<file path="src/dcc_pkg.sv">
package dcc_pkg;

    // ********************************************************
    // Geometry
    // ********************************************************
    localparam int ADDR_W = 10;
    localparam int DATA_W = 32;
    localparam int LANES = 4;
    localparam int PD_W = 8;
    localparam int CLK_MHZ = 50;

    // ********************************************************
    // Timing, printed unit then cycles at 50 MHz
    // ********************************************************
    localparam int POWERUP_US = 100;
    localparam int POWERUP_CYC = POWERUP_US * CLK_MHZ;
    localparam int REFRESH_MS = 128;
    localparam int REFRESH_ROWS = 1024;
    localparam int REFRESH_CYC = (REFRESH_MS * 1000 * CLK_MHZ) / REFRESH_ROWS;
    localparam int WAKEUP_REFRESHES = 8;
    // Phase length covers every ns-scale strobe minimum at 20 ns
    localparam int PHASE_CYC = 4;
    localparam logic [2:0] PHASE_LAST = 3'h3;

    // ********************************************************
    // Commands and states
    // ********************************************************
    typedef enum logic [2:0] {
        DCC_CMD_READ = 3'h0,
        DCC_CMD_EARLY_WRITE = 3'h1,
        DCC_CMD_LATE_WRITE = 3'h2,
        DCC_CMD_RMW = 3'h3,
        DCC_CMD_REFRESH_ROW = 3'h4,
        DCC_CMD_REFRESH_CBR = 3'h5,
        DCC_CMD_TEST_ENTRY = 3'h6
    } dcc_cmd_e;

    typedef enum logic [8:0] {
        DCC_ST_POWERUP = 9'h001,
        DCC_ST_WAKE = 9'h002,
        DCC_ST_IDLE = 9'h004,
        DCC_ST_ROW = 9'h008,
        DCC_ST_COL = 9'h010,
        DCC_ST_WRITE = 9'h020,
        DCC_ST_CBR_PRE = 9'h040,
        DCC_ST_CBR_ROW = 9'h080,
        DCC_ST_PRECHARGE = 9'h100
    } dcc_state_e;

    typedef struct packed {
        dcc_cmd_e cmd;
        logic bank_high;
        logic [LANES-1:0] lanes;
        logic [ADDR_W-1:0] row;
        logic [ADDR_W-1:0] col;
        logic [DATA_W-1:0] wdata;
    } dcc_req_s;

    typedef struct packed {
        logic row_low_n;
        logic row_high_n;
        logic [LANES-1:0] col_n;
        logic write_n;
        logic out_en_n;
        logic [ADDR_W-1:0] addr;
    } dcc_pins_s;

endpackage

</file>
<file path="src/dcc_interval.sv">
`timescale 1ns/1ps

// Refresh interval timer; flags due, and flags overrun past two intervals
module dcc_interval (
    input wire logic clock,
    input wire logic rst,
    input wire logic served,
    output logic due,
    output logic overrun
);

    logic [31:0] cnt_ff;
    logic [31:0] nxt_cnt;

    // ********************************************************
    // Counter
    // ********************************************************
    // Restart on every refresh served; saturate so overrun stays seen
    always_comb begin
        nxt_cnt = cnt_ff;
        if (served) begin
            nxt_cnt = 32'h0000_0000;
        end else if (cnt_ff != 32'hFFFF_FFFF) begin
            nxt_cnt = cnt_ff + 32'h0000_0001;
        end
    end

    always_ff @(posedge clock) begin
        if (rst) begin
            cnt_ff <= 32'h0000_0000;
        end else begin
            cnt_ff <= nxt_cnt;
        end
    end

    assign due = cnt_ff >= 32'(dcc_pkg::REFRESH_CYC);
    assign overrun = cnt_ff >= 32'(2 * dcc_pkg::REFRESH_CYC);

endmodule // dcc_interval

</file>
<file path="src/dcc_host.sv">
`timescale 1ns/1ps

// What this block does
// - Hold read command past column strobe rise
// - Write low around column-first enters test
// - Late write: output-enable high, write late
// - Data valid from the falling strobe used
// - Output-enable is driven, never tied low
// - Raise output-enable before write data
// - 1024 refreshes every 128 ms
// - One 32-bit array, banks selectable
// - Bank and lane selection independent
// - Presence pins captured after reset
// - Wait 100 us then eight wake refreshes
// - Write level before column picks cycle
// - Column strobe high between cycles
// - Row strobe rise ends the access
module dcc_host #(
    parameter int POWERUP_WAIT = dcc_pkg::POWERUP_CYC
) (
    input wire logic clock,
    input wire logic rst,
    input wire dcc_pkg::dcc_req_s req,
    input wire logic req_valid,
    output logic req_ready,
    output logic [dcc_pkg::DATA_W-1:0] rdata,
    output logic rdata_valid,
    output logic busy_init,
    output logic refresh_late,
    output dcc_pkg::dcc_pins_s pins,
    input wire logic [dcc_pkg::DATA_W-1:0] data_lines_in,
    output logic [dcc_pkg::DATA_W-1:0] data_lines_out,
    output logic [dcc_pkg::DATA_W-1:0] data_lines_oe_n,
    input wire logic [dcc_pkg::PD_W-1:0] presence_id_pins,
    output logic [dcc_pkg::PD_W-1:0] presence_id
);

    dcc_pkg::dcc_state_e state_ff, nxt_state;
    dcc_pkg::dcc_req_s cur_ff, nxt_cur;
    dcc_pkg::dcc_pins_s pins_ff, nxt_pins;
    logic [31:0] wait_ff, nxt_wait;
    logic [3:0] wake_ff, nxt_wake;
    logic drive_ff, nxt_drive;
    logic [dcc_pkg::DATA_W-1:0] rdata_ff, nxt_rdata;
    logic rvalid_ff, nxt_rvalid;
    logic pd_done_ff, nxt_pd_done;
    logic [dcc_pkg::PD_W-1:0] pd_ff, nxt_pd;
    logic served;
    logic due;
    logic overrun;
    logic phase_end;

    // ********************************************************
    // Refresh interval
    // ********************************************************
    dcc_interval u_interval (
        .clock(clock),
        .rst(rst),
        .served(served),
        .due(due),
        .overrun(overrun)
    );

    assign phase_end = wait_ff[2:0] == dcc_pkg::PHASE_LAST;
    assign served = state_ff == dcc_pkg::DCC_ST_PRECHARGE && phase_end
        && (cur_ff.cmd == dcc_pkg::DCC_CMD_REFRESH_ROW
        || cur_ff.cmd == dcc_pkg::DCC_CMD_REFRESH_CBR);

    // ********************************************************
    // Sequencer
    // ********************************************************
    // Each phase lasts PHASE_CYC cycles; 80 ns clears all strobe minimums
    always_comb begin
        nxt_state = state_ff;
        nxt_cur = cur_ff;
        nxt_pins = pins_ff;
        nxt_wait = wait_ff + 32'h0000_0001;
        nxt_wake = wake_ff;
        nxt_drive = drive_ff;
        nxt_rdata = rdata_ff;
        nxt_rvalid = 1'b0;
        nxt_pd_done = 1'b1;
        nxt_pd = pd_done_ff ? pd_ff : presence_id_pins;
        unique case (state_ff)
            dcc_pkg::DCC_ST_POWERUP: begin
                if (wait_ff >= 32'(POWERUP_WAIT)) begin
                    nxt_state = dcc_pkg::DCC_ST_WAKE;
                    nxt_wake = 4'h0;
                end
            end
            dcc_pkg::DCC_ST_WAKE, dcc_pkg::DCC_ST_IDLE: begin
                nxt_wait = 32'h0000_0000;
                nxt_cur.row = cur_ff.row + 10'h001;
                nxt_cur.lanes = 4'h0;
                if (state_ff == dcc_pkg::DCC_ST_WAKE) begin
                    // Eight row-only refreshes before first access
                    if (wake_ff == 4'(dcc_pkg::WAKEUP_REFRESHES)) begin
                        nxt_state = dcc_pkg::DCC_ST_IDLE;
                        nxt_wake = 4'h0;
                    end else begin
                        nxt_wake = wake_ff + 4'h1;
                        nxt_cur.cmd = dcc_pkg::DCC_CMD_REFRESH_ROW;
                        nxt_cur.bank_high = 1'b0;
                        nxt_state = dcc_pkg::DCC_ST_ROW;
                    end
                end else if (overrun) begin
                    nxt_state = dcc_pkg::DCC_ST_WAKE;
                    nxt_wake = 4'h0;
                end else if (due) begin
                    // Column-first refresh uses the internal counter
                    nxt_cur.cmd = dcc_pkg::DCC_CMD_REFRESH_CBR;
                    nxt_state = dcc_pkg::DCC_ST_CBR_PRE;
                end else if (req_valid) begin
                    nxt_cur = req;
                    if (req.cmd == dcc_pkg::DCC_CMD_REFRESH_CBR
                        || req.cmd == dcc_pkg::DCC_CMD_TEST_ENTRY) begin
                        nxt_state = dcc_pkg::DCC_ST_CBR_PRE;
                    end else begin
                        nxt_state = dcc_pkg::DCC_ST_ROW;
                    end
                end
                nxt_pins.addr = nxt_cur.row;
                nxt_pins.write_n = !(nxt_state != state_ff
                    && nxt_cur.cmd == dcc_pkg::DCC_CMD_EARLY_WRITE);
                nxt_pins.out_en_n = 1'b1;
                // Decided on the new command; the stored one is stale here
                if (nxt_state == dcc_pkg::DCC_ST_ROW) begin
                    nxt_pins.out_en_n = !(nxt_cur.cmd == dcc_pkg::DCC_CMD_READ
                        || nxt_cur.cmd == dcc_pkg::DCC_CMD_RMW);
                end
            end
            dcc_pkg::DCC_ST_ROW: begin
                // Only the addressed bank's row strobe falls
                nxt_pins.row_low_n = cur_ff.bank_high;
                nxt_pins.row_high_n = !cur_ff.bank_high;
                if (phase_end) begin
                    nxt_wait = 32'h0000_0000;
                    nxt_pins.addr = cur_ff.col;
                    nxt_state = cur_ff.cmd == dcc_pkg::DCC_CMD_REFRESH_ROW
                        ? dcc_pkg::DCC_ST_PRECHARGE : dcc_pkg::DCC_ST_COL;
                    if (cur_ff.cmd == dcc_pkg::DCC_CMD_EARLY_WRITE) begin
                        nxt_drive = 1'b1;
                    end
                end
            end
            dcc_pkg::DCC_ST_COL: begin
                nxt_pins.col_n = ~cur_ff.lanes;
                if (phase_end) begin
                    nxt_wait = 32'h0000_0000;
                    if (cur_ff.cmd == dcc_pkg::DCC_CMD_READ
                        || cur_ff.cmd == dcc_pkg::DCC_CMD_RMW) begin
                        // Sample only in a defined read phase
                        nxt_rdata = data_lines_in;
                        nxt_rvalid = 1'b1;
                    end
                    if (cur_ff.cmd == dcc_pkg::DCC_CMD_LATE_WRITE
                        || cur_ff.cmd == dcc_pkg::DCC_CMD_RMW) begin
                        // Outputs off before data is driven
                        nxt_pins.out_en_n = 1'b1;
                        nxt_state = dcc_pkg::DCC_ST_WRITE;
                    end else begin
                        nxt_state = dcc_pkg::DCC_ST_PRECHARGE;
                    end
                end
            end
            dcc_pkg::DCC_ST_WRITE: begin
                // Disable time passes in the first phase cycles
                if (wait_ff[2:0] == 3'h1) begin
                    nxt_drive = 1'b1;
                end
                if (wait_ff[2:0] == 3'h2) begin
                    nxt_pins.write_n = 1'b0;
                end
                if (phase_end) begin
                    nxt_wait = 32'h0000_0000;
                    nxt_state = dcc_pkg::DCC_ST_PRECHARGE;
                end
            end
            dcc_pkg::DCC_ST_CBR_PRE: begin
                // Column first; write level chooses refresh or test entry
                nxt_pins.col_n = 4'h0;
                nxt_pins.write_n = cur_ff.cmd != dcc_pkg::DCC_CMD_TEST_ENTRY;
                if (phase_end) begin
                    nxt_wait = 32'h0000_0000;
                    nxt_state = dcc_pkg::DCC_ST_CBR_ROW;
                end
            end
            dcc_pkg::DCC_ST_CBR_ROW: begin
                nxt_pins.row_low_n = 1'b0;
                nxt_pins.row_high_n = 1'b0;
                if (phase_end) begin
                    nxt_wait = 32'h0000_0000;
                    nxt_state = dcc_pkg::DCC_ST_PRECHARGE;
                end
            end
            dcc_pkg::DCC_ST_PRECHARGE: begin
                // Row rise ends access; column high clears outputs
                nxt_pins.row_low_n = 1'b1;
                nxt_pins.row_high_n = 1'b1;
                nxt_pins.col_n = 4'hF;
                nxt_drive = 1'b0;
                if (wait_ff[2:0] == 3'h1) begin
                    // Write held until both strobes are up
                    nxt_pins.write_n = 1'b1;
                    nxt_pins.out_en_n = 1'b1;
                end
                if (phase_end) begin
                    nxt_wait = 32'h0000_0000;
                    // A running wake sequence goes back for its next row
                    nxt_state = wake_ff != 4'h0 ? dcc_pkg::DCC_ST_WAKE
                        : dcc_pkg::DCC_ST_IDLE;
                end
            end
            default: begin
                nxt_state = dcc_pkg::DCC_ST_IDLE;
            end
        endcase
    end

    always_ff @(posedge clock) begin
        if (rst) begin
            state_ff <= dcc_pkg::DCC_ST_POWERUP;
            cur_ff <= '0;
            pins_ff <= '{row_low_n: 1'b1, row_high_n: 1'b1, col_n: 4'hF,
                write_n: 1'b1, out_en_n: 1'b1, addr: 10'h000};
            wait_ff <= 32'h0000_0000;
            wake_ff <= 4'h0;
            drive_ff <= 1'b0;
            rdata_ff <= 32'h0000_0000;
            rvalid_ff <= 1'b0;
            pd_done_ff <= 1'b0;
            pd_ff <= 8'h00;
        end else begin
            state_ff <= nxt_state;
            cur_ff <= nxt_cur;
            pins_ff <= nxt_pins;
            wait_ff <= nxt_wait;
            wake_ff <= nxt_wake;
            drive_ff <= nxt_drive;
            rdata_ff <= nxt_rdata;
            rvalid_ff <= nxt_rvalid;
            pd_done_ff <= nxt_pd_done;
            pd_ff <= nxt_pd;
        end
    end

    // ********************************************************
    // Outputs
    // ********************************************************
    assign req_ready = state_ff == dcc_pkg::DCC_ST_IDLE && !due && !overrun;
    assign rdata = rdata_ff;
    assign rdata_valid = rvalid_ff;
    assign busy_init = state_ff == dcc_pkg::DCC_ST_POWERUP
        || state_ff == dcc_pkg::DCC_ST_WAKE || wake_ff != 4'h0;
    assign refresh_late = overrun;
    assign pins = pins_ff;
    assign data_lines_out = cur_ff.wdata;
    assign data_lines_oe_n = {dcc_pkg::DATA_W{!drive_ff}};
    assign presence_id = pd_ff;

endmodule // dcc_host

</file>
<file path="config.mk">
export PLATFORM = sky130hd
export DESIGN_NAME = dcc_host
export DESIGN_NICKNAME = d
export VERILOG_FILES = /design/src/dcc_pkg.sv /design/src/dcc_interval.sv /design/src/dcc_host.sv
export SDC_FILE = /design/constraint.sdc
export NUM_CORES = 1
export LEC_CHECK = 0
export ABC_AREA = 1
export BUFFER_PORTS_ARGS = -buffer_cell sky130_fd_sc_hd__buf_2
export CORE_ASPECT_RATIO = 0.8
export CORE_MARGIN = 10
export CORE_UTILIZATION = 35
export CTS_CLUSTER_SIZE = 8
export DETAILED_ROUTE_END_ITERATION = 12
export GPL_ROUTABILITY_DRIVEN = 0
export PLACE_DENSITY = 0.52
export SKIP_CTS_REPAIR_TIMING = 1
export SYNTH_ARGS = -nofsm -noshare
export SYNTH_HDL_FRONTEND = slang
export SYNTH_HIERARCHICAL = 1
export SYNTH_SLANG_ARGS = --single-unit
export TNS_END_PERCENT = 1
</file>
<file path="constraint.sdc">
create_clock -name clock -period 4.1 [get_ports clock]
set_clock_uncertainty 0.2 [all_clocks]
set_input_delay 0.205 -clock clock [delete_from_list [all_inputs] [get_ports clock]]
set_output_delay 0.205 -clock clock [all_outputs]
set_load 0.005 [all_outputs]
</file>
* Yosys cells after proc, flatten, opt, wreduce, memory -nomap -nowiden *
Index checks and enable logic that the tools add are counted.

operators by class
  add/sub/neg operators = 4
  multiply operators = 0
  div/mod/pow operators = 0
  order comparisons = 3
  equality and inequality tests = 42
  shift-type cells = 0
  multiplexer cells = 49
  bitwise operators = 6
  reduce and logical (&&, ||, !) cells = 42

operator list
  operator                 number
  $mux W60                 2
  $mux W9                  13
  $add A32 B1 Y32 const B  2
  $ge A32 B13 Y1 const B   2
  $pmux W32 S2             1
  $pmux W9 S7              1
  $mux W57                 1
  $mux W56                 1
  $ge A32 B14 Y1 const B   1
  $mux W32                 1
  $mux W4                  8
  $ne A32 B32 Y1 const B   1
  $pmux W10 S2             1
  $eq A9 B4 Y1 const B     2
  $ne A2 B2 Y1 const B     9
  $ne A3 B3 Y1 const B     6
  $eq A3 B2 Y1 const B     5
  $eq A3 B3 Y1 const B     4
  $pmux W4 S3              1
  $reduce_bool A3 Y1       4
  $add A10 B1 Y10 const B  1
  $mux W10                 1
  $reduce_and A5 Y1        2
  $eq A3 B1 Y1 const B     3
  35 further kinds         73

storage, ports and cells
  register bits after elaboration = 198
  latch bits = 0
  RAM bits = 0
  memory bits (read-only) = 0
  input bits = 103
  memories kept = 0

* Logic depth before layout (Yosys ltp) *
Gate-level depths: netlist of the first run.

  depth in word-level cells = 12
  mapped depth = 21

* Modules after synthesis *
Netlist of the first run, hierarchy kept.

modules (own cells, without submodules)
  module        instances  cells each  area each (µm²)  seq. area each (µm²)
  dcc_host      1          1147        8156.6           3323.2
  dcc_interval  1          370         2243.4           640.6

* Least setup slack after synthesis of the first run *
OpenSTA, ideal clock, no wires.

  path type = register -> register
  start point = register u_interval.cnt_ff[0]
  end point = register pins_ff (netlist bit pins[6])
  data arrival time = 1.967 ns
  required time = 3.830 ns
  path slack = 1.863 ns
  stages on the path, launching flop included = 17
  buffers on the path = 0
  period minus slack after synthesis = 2.237 ns
  path through = dfxtp_1 > inv_1 > ha_1 > nand2_1 > nor2_1 > nand2_1 > nand4_1 > inv_1 > nand2_1 > nor2_1 > nand2_4 > inv_4 > a21oi_1 > o21ai_0 > o21ai_0 > or2_0 > a21oi_1

on the way
  cells in the longest elaborated chain, start to end = 5

RTL lines
  item                    RTL line            RTL
  start, declared         dcc_interval.sv:12  logic [31:0] cnt_ff;
  start signal, assigned  dcc_interval.sv:32  cnt_ff <= nxt_cnt;
  $ge A32 B13 Y1          dcc_interval.sv:36  assign due = cnt_ff >= 32'(dcc_pkg::REFRESH_CYC);
  net due                 dcc_host.sv:49      logic due;
  $mux W57                dcc_host.sv:109     end else if (due) begin
  $mux W60                dcc_host.sv:106     end else if (overrun) begin
  $mux W56                dcc_host.sv:95      if (state_ff == dcc_pkg::DCC_ST_WAKE) begin
  $pmux W10 S2            dcc_host.sv:84      unique case (state_ff)
  end signal, assigned    dcc_host.sv:224     pins_ff <= '{row_low_n: 1'b1, row_high_n: 1'b1, col_n: 4'hF,
  end signal, assigned    dcc_host.sv:236     pins_ff <= nxt_pins;
  end, declared           dcc_host.sv:40      dcc_pkg::dcc_pins_s pins_ff, nxt_pins;

The timed path passes the listed nets, and every way through them passes these cells. The select of a mux whose other input is x is not followed.
A chain may end at the register's enable or synchronous reset.

* Worst setup path in the final report of the first run *
  start point = register u_interval.cnt_ff[24]
  end point = register cur_ff (netlist bit data_lines_out[7])

on the way
  cells in the longest elaborated chain, start to end = 3

RTL lines
  item                                              RTL line                                RTL
  $ge A32 B14 Y1 or $ge A32 B13 Y1 (tied branches)  dcc_interval.sv:37, dcc_interval.sv:36
  $not A1 Y1 (no line)                              -
  $reduce_and A5 Y1 (no line) *                     -
  end signal, assigned                              dcc_host.sv:235                         cur_ff <= nxt_cur;
  end, declared                                     dcc_host.sv:39                          dcc_pkg::dcc_req_s cur_ff, nxt_cur;

Every way passes the cells marked *; elsewhere a longest branch is shown, timed or not.

==> metrics, run 1 <==
crit end category flop; buffer levels on the longest clock path 2; flops & latches, synth 198; antenna violations before repair 1; routed len/inst 14.8 microns; critical path data arrival time 3.47 ns; power per cell area 419 nW/um^2; clock slew seen by the registers of the worst setup and hold paths 0.08 ns; number of synthesis warnings 6; final-layout fill cell count 3008; Synth cell types 45; number of slew-limit violations in the final report 0; final-report setup violation count 0; residual DRC count 0; number of antenna-violating nets in the routed design 0; clock tree from TritonCTS built; number of sinks driven by the clock tree 198; Die Outline Area 37100 sq um; synthesized net count 1631; path type of the worst setup path reg -> reg; crit-path max FO 46; headroom to the max-slew limit 48.7%; largest cells by area after synthesis dfxtp_1 (38%), nand2_1 (12%), nor2_1 (9.1%); Final nets 1883; vertical die dimension 174 microns; placed cell count 2020; overall routing resource usage 16.2%; top achievable clock speed 304 MHz; layout cells sized above 1 19.3%; CTS Buf Count 17; required time at the endpoint of the critical path 4.28 ns; total of max-cap violations 0; status finished, violations left; Core Area 29300 sq um; most numerous cell in the Yosys netlist nand2_1; leakage power figure 5.86 nW; EDFF count, synth 0; syn_area_per_cell 6.86 sq um; Worst-Margin Slew 0.767 ns; cell area after technology mapping 10400 sq um; most frequent cells after synthesis nand2_1 (338), nor2_1 (252), dfxtp_1 (198); via count 10400; most used flip-flop cell after synthesis dfxtp_1; top-level I/O count 229; HP Class in -> reg; worst supply voltage drop on vdd 343 uV; post-synthesis instance total 1517; library cell with the largest summed area after synthesis dfxtp_1; overall overflow remaining after global route 0; sum of negative setup slack 0 ns; crit share post-route 80.1%; Cell Count, Final, Fillers Out 2158; first-pass GRT wire length 49100 microns; Period minus WS final 3.29 ns; site row count 56; Die Span X 213 microns; drt first-iter violations 819; RSZ-0062 raised after global routing false; sequential fraction of the synthesis area 38.1%; share of Yosys cell area claimed by the top area cell type 38.1%; minimum hold slack -0.0249 ns; largest net degree at the start of global routing 74; Final Core Density 44.3%; Initial Util 35.5%; quantity of I/O buffers inserted on ports 228; Worst-Skew Late Latency 0.44 ns; Synth-to-Final Area Change 24.8%; dpl hpwl 23100 microns; kind of start point of the critical path flop; # H-tree levels 4; Power, Total 0.00543 W; via density per instance 4.81; total length of routed wires 31900 microns; CTS root buffer clkbuf_16; ys async rst share 0%; count of final hold-check violations 5; violated checks hold timing; First-pass DRT Iterations 6; vias in the first global route 9257
==> per-stage QoR <==
stage / area (sq um) / hold WS, ns / worst slack, ns
2_1_floorplan: 10400 / 0.140 / 1.86
3_3_place_gp: 11300 / 0.227 / 1.01
3_5_place_dp: 11300 / 0.232 / 0.894
4_1_cts: 11900 / -0.240 / 0.874
5_1_grt: 13000 / 0.00357 / 0.414
6_report: 13000 / -0.0249 / 0.814
==> critical path, stage by stage, from the launching register on <==
cell and delay [ns]:
dfxtp_1 0.34, inv_1 0.10, nand2_1 0.05, nor3_1 0.19
nand2_1 0.11, nor3_1 0.25, o211ai_1 0.20, inv_1 0.26
nand2_1 0.13, nor2_1 0.19, nand2_4 0.12, inv_4 0.16
nand2_4 0.06, inv_2 0.55, o21ai_0 0.19, nor2_1 0.12
==> logic make-up (layout without fill, tap and decap cells) <==
kind of cell / count (synthesis) / in the layout / synth area share, %
XOR/XNOR: 34 / 34 / 2.86
buffers and inverters: 256 / 519 / 12.4
AO/OA/AOI/OAI: 228 / 228 / 11.5
flip-flops: 198 / 198 / 38.1
AND/OR/NAND/NOR: 790 / 790 / 33.8
other: 0 / 1 / 0
adder cells (fa/ha/maj): 11 / 11 / 1.32
==> state kept, by name, indices dropped and copies added (netlist names) <==
register           cells
data_lines_out        32
rdata                 32
u_interval/cnt_ff     32
wait_ff               32
cur_ff                28
pins                  18
state_ff               9
presence_id            8
wake_ff                4
drive_ff               1
pd_done_ff             1
rdata_valid            1
==> final cells by class <==
type	count	area (sq um)	share of cell area, %
Timing Repair Buffer	343	2270	17.5
Multi-Input combinational cell	1063	5150	39.7
Antenna cell	1	2.50	0.0193
Tap cell	377	472	3.64
Clock inverter	13	143	1.10
Clock buffer	17	425	3.28
Inverter	146	551	4.24
Sequential cell	198	3960	30.5
==> layout by cell type, fill, tap and decap left out, types with 25 or more instances in the layout <==
cell | netlist | routed
nand2_1 | 338 | 338
a21oi_1 | 94 | 94
dlygate4sd3_1 | 0 | 107
nand3_1 | 68 | 68
xor2_1 | 25 | 25
nor2_1 | 252 | 252
dfxtp_1 | 198 | 198
inv_1 | 133 | 132
o21ai_0 | 96 | 96
buf_2 | 15 | 228
==> worst paths after layout <==
check                   startpoint                 to  slack [ns]  depth (start not counted)
min reg2reg             cur_ff[53]           pins[13]        0.25                          1
min                        req[49]         cur_ff[49]       -0.02                          4
max reg2reg  u_interval/cnt_ff[24]  data_lines_out[7]        0.81                         15
max          u_interval/cnt_ff[24]  data_lines_out[7]        0.81                         15
==> layer usage <==
metal	wire [microns]	share of wire [%]	track usage, %	vias to the layer above
met5	0	0	0	-
met4	505	1.6	4.01	0
met3	2240	7.0	4.51	38
met2	13700	43	23.7	315
met1	15400	48	22.8	4713
li1	-	-	-	5304
==> where the power goes <==
part	switching (W)	internal, W	leakage, nW
Combinational	0.000962	0.000553	3.98
Sequential	0.000149	0.00210	1.60
Clock	0.000812	0.000855	0.271
Total	0.00192	0.00351	5.86
Note: power is estimated with default switching activity, not from simulation.
==> inputs of run 2 (changes only) <==
- clock period: 4.1 -> 3.15 ns (I/O delays scaled with it)
==> run 2 against run 1 <==
Net effect:
- the flow now finishes without violations
- register-to-register slack got worse by 0.43 ns
- utilization is 0.081 points higher
- via count shrank 0.95%
- critical path type unchanged
- largest cell class unchanged
- largest power group unchanged
- highest routed layer unchanged
==> metrics, run 2 (synthesis results as in run 1) <==
status finished clean; Synth-to-Final Area Change 25.0%; total length of routed wires 31600 microns (-0.82%); drt first-iter violations 680 (-17%); CTS root buffer clkbuf_16; reg2reg setup slack 0.38 ns (-0.43 ns); power per cell area 555 nW/um^2 (+33%); Die Span X 213 microns (unchanged); Initial Util 35.5% (unchanged); routed len/inst 14.7 microns (-0.72%); vias in the first global route 9496 (+2.6%); final-layout fill cell count 3019 (+0.37%); Worst-Skew Late Latency 0.45 ns (about the same); crit-path max FO 25 (-46%); Most Crowded Layer GR met2; HP Class in -> reg; most frequent standard cell in the layout excluding fill and tap cells nand2_1; headroom to the max-slew limit 50.1% (+1.4 points); RSZ-0062 raised after global routing false; First-pass DRT Iterations 6 (unchanged); Final Core Density 44.4% (+0.081 points); Power, Total 0.00721 W (+33%); hold path endpoint cur_ff[57]; dpl hpwl 23200 microns (+0.85%); commonest cells after routing, fill and taps aside nand2_1 (338), nor2_1 (251), buf_2 (228), dfxtp_1 (198), inv_1 (131); leakage power figure 5.84 nW (-0.28%); final-report setup violation count 0 (unchanged); met3 track utilization from global routing 4.55% (+0.036 points); number of slew-limit violations in the final report 0 (unchanged); # H-tree levels 4 (unchanged); Die Outline Area 37100 sq um (unchanged); crit end category flop; Period minus WS final 2.77 ns (-0.516 ns); critical path data arrival time 2.96 ns (-0.51 ns); crit share post-route 87.9% (+7.8 points); Worst-Margin Slew 0.748 ns (-0.0191 ns); top achievable clock speed 361 MHz (+19%); path depth of the worst reg2reg path 16 (+1); grt met1 use 22.5% (-0.27 points); startpoint of the lowest-slack hold path req[57]; antenna violations before repair 0 (-1); Final nets 1880 (-0.16%); clock tree from TritonCTS built; layout cells sized above 1 19.8% (+0.57 points); CTS Buf Count 17 (unchanged); vertical die dimension 174 microns (unchanged); quantity of I/O buffers inserted on ports 228 (unchanged); # diodes 0 (-1); worst supply voltage drop on vdd 435 uV (+27%); count of final hold-check violations 0 (-5); hold depth 7 (+3); kind of start point of the critical path flop; number of sinks driven by the clock tree 198 (unchanged); overall overflow remaining after global route 0 (unchanged); overall routing resource usage 16.3% (+0.072 points); Crit Reg-Reg Startpoint u_interval/cnt_ff[25]; via count 10300 (-0.95%); via density per instance 4.76 (-0.85%); required time at the endpoint of the critical path 3.34 ns (-0.94 ns); clock slew seen by the registers of the worst setup and hold paths 0.08 ns (about the same); residual DRC count 0 (unchanged); sum of negative setup slack 0 ns (unchanged); largest net degree at the start of global routing 73 (-1.4%); GRT met2 Usage 24.5% (+0.86 points); number of antenna-violating nets in the routed design 0 (unchanged); area of all sequential standard cells 3960 sq um (unchanged); first-pass GRT wire length 49600 microns (+1.1%); site row count 56 (unchanged); top-level I/O count 229 (unchanged); buffer levels on the longest clock path 2 (unchanged); total of max-cap violations 0 (unchanged); Core Area 29300 sq um (unchanged); Reg2Reg Capture Point data_lines_out[3]; total area of multi-input combinational cells 5160 sq um (+0.32%); path type of the worst setup path reg -> reg
## run 2: cell count changes in the layout (fill, tap and decap cells not counted), moves of 2 or more
cell / delta
buf_4: +4
clkinvlp_4: -3
buf_6: +2
clkinv_8: +2
dlygate4sd3_1: -9
## run 2: area by class of cell
| cell class | count | area share [%] |
|---|---|---|
| Multi-Input combinational cell | 1063 | 39.7 |
| Clock buffer | 19 | 3.41 |
| Timing Repair Buffer | 340 | 17.2 |
| Sequential cell | 198 | 30.5 |
| Inverter | 146 | 4.24 |
| Tap cell | 377 | 3.63 |
| Clock inverter | 13 | 1.33 |
## run 2: where the power goes
| part | total [W] | internal, W | switching, W |
|---|---|---|---|
| sequential | 0.00293 | 0.00273 | 0.000194 |
| combinational | 0.00200 | 0.000737 | 0.00126 |
| clock | 0.00229 | 0.00117 | 0.00112 |
| total | 0.00721 | 0.00464 | 0.00257 |
## run 2: metrics by stage
stage	setup slack (ns)	instance area (sq um)	hold WS [ns]	cells
2_1_floorplan	0.913	10400	0.0924	1517
3_3_place_gp	0.200	11400	0.179	2026
3_5_place_dp	0.162	11400	0.184	2026
4_1_cts	0.147	12000	-0.299	2058
5_1_grt	0.0782	13000	0.206	2156
6_report	0.380	13000	0.130	2156
## run 2: routing by layer
| metal | vias to the layer above | share of wire [%] |
|---|---|---|
| met4 | 0 | 1.1 |
| li1 | 5301 | - |
| met5 | - | 0 |
| met3 | 27 | 6.6 |
| met2 | 304 | 44 |
| met1 | 4640 | 48 |
## run 2: worst max-delay path by stage
stage | startpoint | to
after floorplan | u_interval/cnt_ff[0] | pins[6]
after global placement | u_interval/cnt_ff[25] | data_lines_out[9]
after detailed placement | u_interval/cnt_ff[24] | data_lines_out[10]
after CTS | u_interval/cnt_ff[25] | data_lines_out[10]
after global routing | u_interval/cnt_ff[24] | cur_ff[53]
final | u_interval/cnt_ff[25] | data_lines_out[3]
## run 2: worst max-delay path, stage by stage (launching register included)
cell     delay (ns)
dfxtp_1        0.34
inv_1          0.08
nand2_1        0.06
nor3_1         0.20
nand2_1        0.11
nor3_2         0.15
nand4_1        0.21
inv_2          0.15
nand2_1        0.10
nor2_2         0.14
nand2_4        0.11
inv_4          0.18
nand2_8        0.15
inv_2          0.11
buf_6          0.21
o21ai_0        0.10
nor2_1         0.13
